**src/core/rffe_map.svh**
```systemverilog
`ifndef RFFE_MAP_SVH
`define RFFE_MAP_SVH

// ==========================================================
// register offsets (serial register space)
`define RFFE_FRONTEND_CONTROL_ADDR 6'h04
`define RFFE_RF_LEAD_TIME_ADDR     6'h16
`define RFFE_PHY_RATE_ADDR         6'h0C
`define RFFE_AES_DATA_BASE         6'h20
`define RFFE_AES_CTRL_ADDR         6'h3C
`define RFFE_PATH_STATUS_ADDR      6'h3E

// ==========================================================
// field positions
`define RFFE_EXT_FE_ON_BIT     7
`define RFFE_LEAD_TIME_HI      7
`define RFFE_LEAD_TIME_LO      6
`define RFFE_RATE_OQPSK_BIT    0
`define RFFE_AES_DONE_BIT      0
`define RFFE_AES_START_BIT     1
`define RFFE_AES_BUSY_BIT      2
`define RFFE_CMD_REG_BIT       7
`define RFFE_CMD_WRITE_BIT     6

// ==========================================================
// reset values
`define RFFE_EXT_FE_ON_RST     1'b0
`define RFFE_LEAD_TIME_RST     2'h0
`define RFFE_RATE_RST          1'b0

// ==========================================================
// timing
`define RFFE_CLK_HZ            25000000
`define RFFE_LEAD_STEP_NS      2000
`define RFFE_BPSK_BPS          40000
`define RFFE_OQPSK_BPS         250000

`endif

```
**src/core/rffe_pkg.sv**
```systemverilog
package rffe_pkg;

    typedef enum {
        RFFE_IDLE,
        RFFE_LEAD,
        RFFE_TX,
        RFFE_RX
    } rffe_path_state_type;

    typedef struct packed {
        logic tx_path_select_pin;
        logic rx_path_select_pin;
    } rffe_path_pins_type;

    typedef struct packed {
        logic         start;
        logic [127:0] block;
    } rffe_aes_req_type;

    typedef struct packed {
        logic         busy;
        logic         done;
        logic [127:0] result;
    } rffe_aes_rsp_type;

endpackage

```
**src/core/rffe_frontend.sv**
```systemverilog
`timescale 1ns/100ps
`include "rffe_map.svh"

// Behaviour
// - transmitting: tx enable high, rx low
// - receiving: tx enable low, rx high
// - path select only when front-end bit set
// - all configuration and AES through serial port
// - 128-bit AES usable in every PHY mode
// - 40kbps BPSK and optional 250kbps O-QPSK
module rffe_frontend #(
    parameter int LEAD_STEP_NS = `RFFE_LEAD_STEP_NS
) (
    input  wire logic                     ref_clk,
    input  wire logic                     nrst,
    input  wire logic                     spi_sclk,
    input  wire logic                     spi_cs_n,
    input  wire logic                     spi_mosi,
    output      logic                     spi_miso,
    input  wire logic                     tx_request,
    input  wire logic                     tx_done,
    input  wire logic                     rx_active,
    output      logic                     phy_tx_go,
    output      logic                     sym_rate_tick,
    output      rffe_pkg::rffe_path_pins_type path_pins,
    output      rffe_pkg::rffe_aes_req_type   aes_req,
    input  wire rffe_pkg::rffe_aes_rsp_type   aes_rsp
);
    import rffe_pkg::*;

    localparam int LEAD_STEP_CYC = (LEAD_STEP_NS * (`RFFE_CLK_HZ / 1000000) + 999) / 1000;
    localparam int BPSK_DIV      = `RFFE_CLK_HZ / `RFFE_BPSK_BPS;
    localparam int OQPSK_DIV     = `RFFE_CLK_HZ / `RFFE_OQPSK_BPS;
    localparam logic [5:0] AES_BASE = `RFFE_AES_DATA_BASE;
    if (LEAD_STEP_CYC < 1 || LEAD_STEP_CYC * 4 > 1023) begin : g_bad_lead_step
        $error("lead step out of range");
    end

    // ==========================================================
    // reset release
    logic [1:0] rst_sync_q;
    logic       rst_n;

    always_ff @(posedge ref_clk or negedge nrst) begin
        if (!nrst) begin
            rst_sync_q <= 2'h0;
        end else begin
            rst_sync_q <= {rst_sync_q[0], 1'b1};
        end
    end
    assign rst_n = rst_sync_q[1];

    // ==========================================================
    // serial register port, mode 0, one command byte then one data byte
    logic       sclk_q;
    logic [3:0] bit_cnt_q;
    logic [7:0] sh_q;
    logic [7:0] cmd_q;
    logic [7:0] rd_sh_q;
    logic       sclk_rise;
    logic       sclk_fall;
    logic [7:0] sh_next;
    logic       wr_stb;
    logic [5:0] wr_addr;
    logic [7:0] rd_data;

    assign sclk_rise = spi_sclk && !sclk_q && !spi_cs_n;
    assign sclk_fall = !spi_sclk && sclk_q && !spi_cs_n;
    assign sh_next   = {sh_q[6:0], spi_mosi};
    assign wr_addr   = cmd_q[5:0];
    // a write commits on the sixteenth rising edge
    assign wr_stb    = sclk_rise && bit_cnt_q == 4'hF && cmd_q[`RFFE_CMD_REG_BIT] && cmd_q[`RFFE_CMD_WRITE_BIT];

    always_ff @(posedge ref_clk or negedge rst_n) begin
        if (!rst_n) begin
            sclk_q    <= 1'b0;
            bit_cnt_q <= 4'h0;
            sh_q      <= 8'h00;
            cmd_q     <= 8'h00;
        end else begin
            sclk_q <= spi_sclk;
            if (spi_cs_n) begin
                bit_cnt_q <= 4'h0;
                cmd_q     <= 8'h00;
            end else if (sclk_rise) begin
                sh_q      <= sh_next;
                bit_cnt_q <= bit_cnt_q + 4'h1;
                if (bit_cnt_q == 4'h7) begin
                    cmd_q <= sh_next;
                end
            end
        end
    end

    // read byte is fetched at the first falling edge after the command byte
    always_ff @(posedge ref_clk or negedge rst_n) begin
        if (!rst_n) begin
            rd_sh_q <= 8'h00;
        end else if (spi_cs_n) begin
            rd_sh_q <= 8'h00;
        end else if (sclk_fall) begin
            if (bit_cnt_q == 4'h8) begin
                rd_sh_q <= rd_data;
            end else begin
                rd_sh_q <= {rd_sh_q[6:0], 1'b0};
            end
        end
    end
    assign spi_miso = rd_sh_q[7];

    // ==========================================================
    // configuration registers
    logic       ext_fe_on_q;
    logic [1:0] lead_time_q;
    logic       rate_oqpsk_q;

    always_ff @(posedge ref_clk or negedge rst_n) begin
        if (!rst_n) begin
            ext_fe_on_q  <= `RFFE_EXT_FE_ON_RST;
            lead_time_q  <= `RFFE_LEAD_TIME_RST;
            rate_oqpsk_q <= `RFFE_RATE_RST;
        end else if (wr_stb) begin
            case (wr_addr)
                `RFFE_FRONTEND_CONTROL_ADDR: begin
                    ext_fe_on_q <= sh_next[`RFFE_EXT_FE_ON_BIT];
                end
                `RFFE_RF_LEAD_TIME_ADDR: begin
                    lead_time_q <= sh_next[`RFFE_LEAD_TIME_HI:`RFFE_LEAD_TIME_LO];
                end
                `RFFE_PHY_RATE_ADDR: begin
                    rate_oqpsk_q <= sh_next[`RFFE_RATE_OQPSK_BIT];
                end
                default: ;
            endcase
        end
    end

    // ==========================================================
    // AES block buffer; accepted in any path state
    logic [7:0] aes_buf_q [16];
    logic       aes_done_q;
    logic       aes_start_q;
    logic       aes_ctrl_wr;
    logic       aes_buf_wr;
    assign aes_ctrl_wr = wr_stb && wr_addr == `RFFE_AES_CTRL_ADDR;
    assign aes_buf_wr  = wr_stb && wr_addr[5:4] == AES_BASE[5:4];

    always_ff @(posedge ref_clk or negedge rst_n) begin
        if (!rst_n) begin
            for (int i = 0; i < 16; i++) begin
                aes_buf_q[i] <= 8'h00;
            end
        end else if (aes_rsp.done) begin
            // result overwrites a byte written in the same cycle
            for (int i = 0; i < 16; i++) begin
                aes_buf_q[i] <= aes_rsp.result[8*i +: 8];
            end
        end else if (aes_buf_wr) begin
            aes_buf_q[wr_addr[3:0]] <= sh_next;
        end
    end

    always_ff @(posedge ref_clk or negedge rst_n) begin
        if (!rst_n) begin
            aes_start_q <= 1'b0;
            aes_done_q  <= 1'b0;
        end else begin
            aes_start_q <= aes_ctrl_wr && sh_next[`RFFE_AES_START_BIT] && !aes_rsp.busy;
            if (aes_rsp.done) begin
                aes_done_q <= 1'b1;
            end else if (aes_ctrl_wr && sh_next[`RFFE_AES_DONE_BIT]) begin
                aes_done_q <= 1'b0;
            end
        end
    end

    always_comb begin
        aes_req.start = aes_start_q;
        for (int i = 0; i < 16; i++) begin
            aes_req.block[8*i +: 8] = aes_buf_q[i];
        end
    end

    // ==========================================================
    // path sequencer
    rffe_path_state_type state_q;
    logic [9:0]          lead_cnt_q;
    logic [9:0]          lead_cycles;
    logic                go_q;

    assign lead_cycles = 10'((int'(lead_time_q) + 1) * LEAD_STEP_CYC);
    always_ff @(posedge ref_clk or negedge rst_n) begin
        if (!rst_n) begin
            state_q    <= RFFE_IDLE;
            lead_cnt_q <= 10'h000;
            go_q       <= 1'b0;
        end else begin
            go_q <= 1'b0;
            case (state_q)
                RFFE_IDLE: begin
                    // a transmit request outranks ongoing reception
                    if (tx_request) begin
                        state_q    <= RFFE_LEAD;
                        lead_cnt_q <= 10'h001;
                    end else if (rx_active) begin
                        state_q <= RFFE_RX;
                    end
                end
                RFFE_LEAD: begin
                    // amplifier is switched in ahead of the first symbol
                    if (lead_cnt_q >= lead_cycles) begin
                        state_q <= RFFE_TX;
                        go_q    <= 1'b1;
                    end else begin
                        lead_cnt_q <= lead_cnt_q + 10'h001;
                    end
                end
                RFFE_TX: begin
                    if (tx_done) begin
                        state_q <= RFFE_IDLE;
                    end
                end
                RFFE_RX: begin
                    if (tx_request) begin
                        state_q    <= RFFE_LEAD;
                        lead_cnt_q <= 10'h001;
                    end else if (!rx_active) begin
                        state_q <= RFFE_IDLE;
                    end
                end
                default: begin
                    state_q <= RFFE_IDLE;
                end
            endcase
        end
    end
    assign phy_tx_go = go_q;

    always_ff @(posedge ref_clk or negedge rst_n) begin
        if (!rst_n) begin
            path_pins <= '0;
        end else begin
            path_pins.tx_path_select_pin <= ext_fe_on_q && (state_q == RFFE_LEAD || state_q == RFFE_TX);
            path_pins.rx_path_select_pin <= ext_fe_on_q && state_q == RFFE_RX;
        end
    end

    // ==========================================================
    // symbol-rate enable for the selected modulation
    logic [9:0] rate_cnt_q;
    logic       rate_tick_q;
    logic [9:0] rate_div;
    assign rate_div = rate_oqpsk_q ? 10'(OQPSK_DIV - 1) : 10'(BPSK_DIV - 1);
    always_ff @(posedge ref_clk or negedge rst_n) begin
        if (!rst_n) begin
            rate_cnt_q  <= 10'h000;
            rate_tick_q <= 1'b0;
        end else if (rate_cnt_q >= rate_div) begin
            rate_cnt_q  <= 10'h000;
            rate_tick_q <= 1'b1;
        end else begin
            rate_cnt_q  <= rate_cnt_q + 10'h001;
            rate_tick_q <= 1'b0;
        end
    end
    assign sym_rate_tick = rate_tick_q;

    // ==========================================================
    // read mux; unmapped addresses read zero
    always_comb begin
        rd_data = 8'h00;
        if (cmd_q[`RFFE_CMD_REG_BIT] && !cmd_q[`RFFE_CMD_WRITE_BIT]) begin
            if (cmd_q[5:4] == AES_BASE[5:4]) begin
                rd_data = aes_buf_q[cmd_q[3:0]];
            end else begin
                case (cmd_q[5:0])
                    `RFFE_FRONTEND_CONTROL_ADDR: rd_data[`RFFE_EXT_FE_ON_BIT] = ext_fe_on_q;
                    `RFFE_RF_LEAD_TIME_ADDR:     rd_data[`RFFE_LEAD_TIME_HI:`RFFE_LEAD_TIME_LO] = lead_time_q;
                    `RFFE_PHY_RATE_ADDR:         rd_data[`RFFE_RATE_OQPSK_BIT] = rate_oqpsk_q;
                    `RFFE_AES_CTRL_ADDR: begin
                        rd_data[`RFFE_AES_DONE_BIT] = aes_done_q;
                        rd_data[`RFFE_AES_BUSY_BIT] = aes_rsp.busy;
                    end
                    `RFFE_PATH_STATUS_ADDR: begin
                        rd_data[1] = path_pins.tx_path_select_pin;
                        rd_data[0] = path_pins.rx_path_select_pin;
                    end
                    default: rd_data = 8'h00;
                endcase
            end
        end
    end

endmodule

```
**config.mk**
```make
export PLATFORM = sky130hd
export DESIGN_NAME = rffe_frontend
export DESIGN_NICKNAME = d
export VERILOG_FILES = /design/src/core/rffe_pkg.sv /design/src/core/rffe_frontend.sv
export VERILOG_INCLUDE_DIRS = /design/src /design/src/core
export SDC_FILE = /design/constraint.sdc
export NUM_CORES = 1
export LEC_CHECK = 0
export BUFFER_PORTS_ARGS = -buffer_cell sky130_fd_sc_hd__clkbuf_2
export CORE_MARGIN = 8
export CORE_UTILIZATION = 25
export DETAILED_ROUTE_END_ITERATION = 8
export SYNTH_ARGS = -nofsm -noshare
export SYNTH_HDL_FRONTEND = slang
export SYNTH_SLANG_ARGS = --single-unit
```
**constraint.sdc**
```tcl
create_clock -name ref_clk -period 15.05 [get_ports ref_clk]
set_input_delay 2.2575 -clock ref_clk [delete_from_list [all_inputs] [get_ports ref_clk]]
set_output_delay 2.2575 -clock ref_clk [all_outputs]
set_load 0.005 [all_outputs]
```
* Word level (Yosys, flattened, before mapping)
Index checks and enable logic that the tools add are counted.
Widths: inputs -> output; s select.
** Word-level totals
- Output and inout bits :: 134
- Bits in registers :: 220
- Word-level logic and storage cells :: 143
- Bits of input ports :: 138
** Cells by class
- Equal/unequal tests :: 21
- Bitwise gates (word level) :: 2
- Multipliers :: 1
- Order comparisons :: 4
- Add/subtract/negate cells :: 4
- Muxes and demuxes :: 40
- Reductions and logical operators :: 37
** Operators with widths (number)
- $mux 128 :: 2
- $mux 32 :: 6
- $bwmux 128 :: 1
- $pmux 32 s4 :: 1
- $eq 32x2->1 const B :: 3
- $mux 8 :: 11
- $eq 32x3->1 const B :: 2
- $mux 10 :: 4
- $bmux 8 s4 :: 1
- $demux 8 s4 :: 1
- $eq 32x1->1 const B :: 1
- $logic_not 32->1 :: 1
- $add 10x1->10 const B :: 2
- $pmux 10 s2 :: 1
- $logic_and 1x1->1 :: 16
- $eq 6x6->1 const B :: 2
- $reduce_bool 2->1 :: 6
- $ge 10x10->1 :: 1
- $ge 10x9->1 :: 1
- $reduce_and 2->1 :: 5
- $eq 4x4->1 const B :: 2
- $mul 3x5->8 const B :: 1
- $mux 1 :: 8
- $mux 4 :: 2
- other kinds (21) :: 28

* Longest topological paths before layout
- Depth after elaboration :: 10
- Depth in mapped cells :: 11
- Mapped depth without buffers :: 10

* Worst setup path after synthesis
OpenSTA, ideal clock, no wires.
- Path type :: input -> register
- Start :: input port spi_cs_n
- End :: register aes_buf_q (netlist bit aes_req[64])
- Stages on the path :: 7
- Required time :: 14.916 ns
- Library setup time :: 0.134 ns
- Data arrival time :: 3.890 ns
- Buffers on the path :: 2
- Setup slack :: 11.027 ns
- Path through :: buf_6 > or3b_2 > nor3b_2 > buf_2 > nand4_2 > mux2i_1 > o21ai_0
** On the way
- Word-level cells in the longest chain between the ends :: 7
** Ends and longest elaborated chain
- from (decl) :: RTL line rffe_frontend.sv:17 : input wire logic spi_cs_n,
- $logic_not 1->1 :: RTL line rffe_frontend.sv:67 : assign sclk_rise = spi_sclk && !sclk_q && !spi_cs_n;
- $logic_and 1x1->1 :: RTL line rffe_frontend.sv:67
- $logic_and 1x1->1 (3 in a row) :: RTL line rffe_frontend.sv:72 : assign wr_stb = sclk_rise && bit_cnt_q == 4'hF && cmd_q[`RFFE_CMD_REG_BIT] && cmd_q[`RFFE_CMD_WRITE_BIT];
- $logic_and 1x1->1 :: RTL line rffe_frontend.sv:146 : assign aes_buf_wr = wr_stb && wr_addr[5:4] == AES_BASE[5:4];
- $reduce_bool 2->1 (no line)
- to (signal, indexed assignment) :: RTL line rffe_frontend.sv:156 : aes_buf_q[i] <= aes_rsp.result[8*i +: 8];
- to (signal, indexed assignment) :: RTL line rffe_frontend.sv:159 : aes_buf_q[wr_addr[3:0]] <= sh_next;
- to (decl) :: RTL line rffe_frontend.sv:140 : logic [7:0] aes_buf_q [16];
Every way passes these cells.
A chain may end at the register's enable or synchronous reset.

* Final worst setup path
- Start :: input port spi_cs_n
- End :: register aes_buf_q (netlist bit aes_req[80])
The elaborated chain is that of the path after synthesis.

==> impl_metrics.env <==
export IMPL_dr_total_vias=9472
export IMPL_dieWidth_um=222
export IMPL_clockPowerShare=0.331
export IMPL_synth_xor_area_frac=0.00990
export IMPL_synth_compound_area_frac=0.154
export IMPL_rows=75
export IMPL_yosysSeqAreaShare=0.448
export IMPL_synthArstFlopShare=1.00
export IMPL_synth_cell_types=59
export IMPL_layout_drive_gt1_share=0.291
export IMPL_final_cells=1829
export IMPL_postCtsSetupBuffers=0
export IMPL_cp_end_kind="flop"
export IMPL_start_util=0.253
export IMPL_area_delta_synth_final_pct=22.3
export IMPL_worst_slew_pin_slew_ns=1.24
export IMPL_pwr_share_comb=0.181
export IMPL_worstPathArrival_ns=4.82
export IMPL_final_max_slew_violation_count=0
export IMPL_syn_area_um2=10600
export IMPL_cts_buffers=17
export IMPL_start_kind="primary input"
export IMPL_hold_viol=0
export IMPL_vias_per_cell=5.18
export IMPL_path_class="primary input to flop"
export IMPL_cp_slowest_cell="and4_1"
export IMPL_synth_top_family_by_area="multiplexers"
export IMPL_ctsHoldBuffers=0
export IMPL_yosys_warnings=0
export IMPL_grt_max_degree=131
export IMPL_crit_fanout=14
export IMPL_synth_seq_cells=190
export IMPL_overflow=0
export IMPL_synth_avg_cell_area_um2=10.0
export IMPL_finalSetupTns_ns=0
export IMPL_cellPowerDensity_nw_per_um2=106
export IMPL_run_status="completed"
export IMPL_path_cells="clkbuf_2 > or3b_2 > nor3b_2 > and4_1 > mux2i_1 > o21ai_0"
export IMPL_htreeDepth=4
export IMPL_max_freq_mhz=221
export IMPL_antenna_found_initial=1
export IMPL_grt_pass1_wl_mm=61.7
export IMPL_synth_edf_count=0
export IMPL_wire_per_inst_um=22.3
export IMPL_drtIter0Drc=843
export IMPL_final_common_cell="clkbuf_2"
export IMPL_cp_required_ns=15.34
export IMPL_syn_instance_count=1062
export IMPL_dpl_worst_slack_ns=10.06
export IMPL_cap_violations=0
export IMPL_final_setup_viol_count=0
export IMPL_grt_pass1_vias=9738
export IMPL_period_share=0.301
export IMPL_switching_share=0.349
export IMPL_cp_slowest_stage_delay_ns=0.75
export IMPL_power_leakage_uw=0.00590
export IMPL_fin_util=0.309
export IMPL_gp_congestion=0.853
export IMPL_synth_mux_area_frac=0.165
export IMPL_dr_pass1_iters=5
export IMPL_core_area_um2=41900
export IMPL_antenna_left=0
export IMPL_synth_ff_type="dfrtp_1"
export IMPL_yosys_area_share_simple=0.151
export IMPL_clk_pin_slew_ns=0.08
export IMPL_rsz0062_at_grt="no"
export IMPL_pwr_share_seq=0.488
export IMPL_die_h_um=222
export IMPL_period_needed_ns=4.53
export IMPL_final_nets=1440
export IMPL_synth_fp_nets=1226
export IMPL_clockRootBuffer="clkbuf_16"
export IMPL_intPower_uw=900
export IMPL_cts_resized=0
export IMPL_min_path_type="flop to async pin"
export IMPL_layout_setup_ws_ns=10.52
export IMPL_design_area_um2=13000
export IMPL_port_buffers=271
export IMPL_fin_skew_ns=0.0151
export IMPL_hpwl_mm=29.8
export IMPL_ios=272
export IMPL_most_common_layout_cells="clkbuf_2 (270), dfrtp_1 (187), nand2_1 (152), mux2i_1 (90), o21ai_0 (83)"
export IMPL_clk_latency_ns=0.45
export IMPL_dp_cells=1796
export IMPL_die_area_um2=49300
export IMPL_slew_headroom=0.166
export IMPL_synth_fa_ha_area_frac=0.0306
export IMPL_vdd_drop_max_uv=69.6
export IMPL_grt_use_total=0.161
export IMPL_post_dp_cell_area_um2=12400
export IMPL_clock_sinks=190
export IMPL_p_sw_uw=482
export IMPL_clockBufferDepth=2
export IMPL_drcViolationCount=0
export IMPL_cts_tree="yes"
export IMPL_drt_wl_total_mm=40.7
final timing paths:
| kind | start | to | slack [ns] | cells past startpoint |
|---|---|---|---|---|
| setup / recovery | spi_cs_n | aes_req[80] | 10.52 | 6 |
| hold / removal | rst_sync_q[1] | aes_req[60] | 0.36 | 0 |
| setup reg to reg | lead_time_q[0] | lead_cnt_q[1] | 11.39 | 10 |
| hold reg to reg | rst_sync_q[1] | aes_req[60] | 0.36 | 0 |
| max in group asynchronous | rst_sync_q[1] | aes_req[25] | 12.30 | 2 |
| min in group ref_clk | rst_sync_q[0] | rst_sync_q[1] | 0.36 | 0 |
Yosys cell counts, drive strengths merged (2+ instances only):
cell	number	area [um^2]
a211oi	12	90.1
a21o	5	37.5
a21oi	66	330
a22o	17	149
a22oi	8	60.1
a31oi	52	325
a32oi	2	17.5
and2	7	43.8
and3	6	37.5
and4	5	43.8
and4b	2	20.0
buf	19	103
clkbuf	69	259
dfrtp	190	4750
ha	26	325
inv	20	75.1
mux2	12	135
mux2i	90	901
mux4	32	721
nand2	152	571
nand2b	7	43.8
nand3	14	70.1
nand4	11	90.1
nor2	28	105
nor2b	57	357
nor3	9	66.3
nor3b	4	46.3
nor4	6	52.6
nor4b	2	17.5
o211ai	2	15.0
o21a	2	15.0
o21ai	98	490
o22ai	3	18.8
o31ai	2	15.0
or3b	2	17.5
xnor2	7	61.3
xor2	5	43.8
power by group through the flow:
stage,clock network [uW],logic (uW),registers [uW]
2_1_floorplan,0,182,605
3_3_place_gp,0,245,682
3_5_place_dp,0,251,684
4_1_cts,465,253,675
5_1_grt,484,279,683
6_report,457,250,675
kinds of logic (layout without fill, tap and decap cells):
kind of cell | after synthesis | count (layout)
adder cells (fa/ha/maj) | 26 | 26
AO/OA/AOI/OAI | 276 | 276
flip-flops | 190 | 190
AND/OR/NAND/NOR | 315 | 315
XOR/XNOR | 12 | 12
multiplexers | 134 | 134
buffers and inverters | 108 | 335
other | 1 | 2
state kept, by name, indices dropped and copies added, names as in the netlist:
register	flops
aes_done_q	1
aes_req	128
aes_start_q	1
bit_cnt_q	4
cmd_q	8
ext_fe_on_q	1
lead_cnt_q	10
lead_time_q	2
path_pins	2
phy_tx_go	1
rate_cnt_q	10
rate_oqpsk_q	1
rd_sh_q	8
rst_sync_q	2
sclk_q	1
sh_q	7
state_q	2
sym_rate_tick	1
critical path, delay by kind of cell:
kind                   cells  cell delay (ns)
and+or+nand+nor            3             2.02
muxes                      1             0.25
buffers and inverters      1             0.16
AOI/OAI and AO/OA          1             0.10
layout make-up:
class                   instances  area, um^2
well taps                     539         674
clock inverters                13         118
clock buffers                  19         453
inverters                      20        75.1
fillers                      4345       29000
multi-input cells             764        5450
diodes                          1        2.50
flip-flops and latches        190        4760
repair buffers                283        1450
metal layers:
layer / up-vias / global-route usage / share of wire
li1: 4242 / - / -
met1: 4736 / 0.211 / 0.44
met2: 434 / 0.258 / 0.46
met3: 60 / 0.0374 / 0.070
met4: 0 / 0.0594 / 0.027
met5: - / 0 / 0
metrics by stage:
stage               hold slack (ns)  total power (uW)
CTS                           0.358              1390
detailed placement            0.341               935
global route                  0.367              1450
finish                        0.355              1380
floorplan                     0.331               787
global placement              0.341               927
Note: power is estimated with default switching activity, not from simulation.
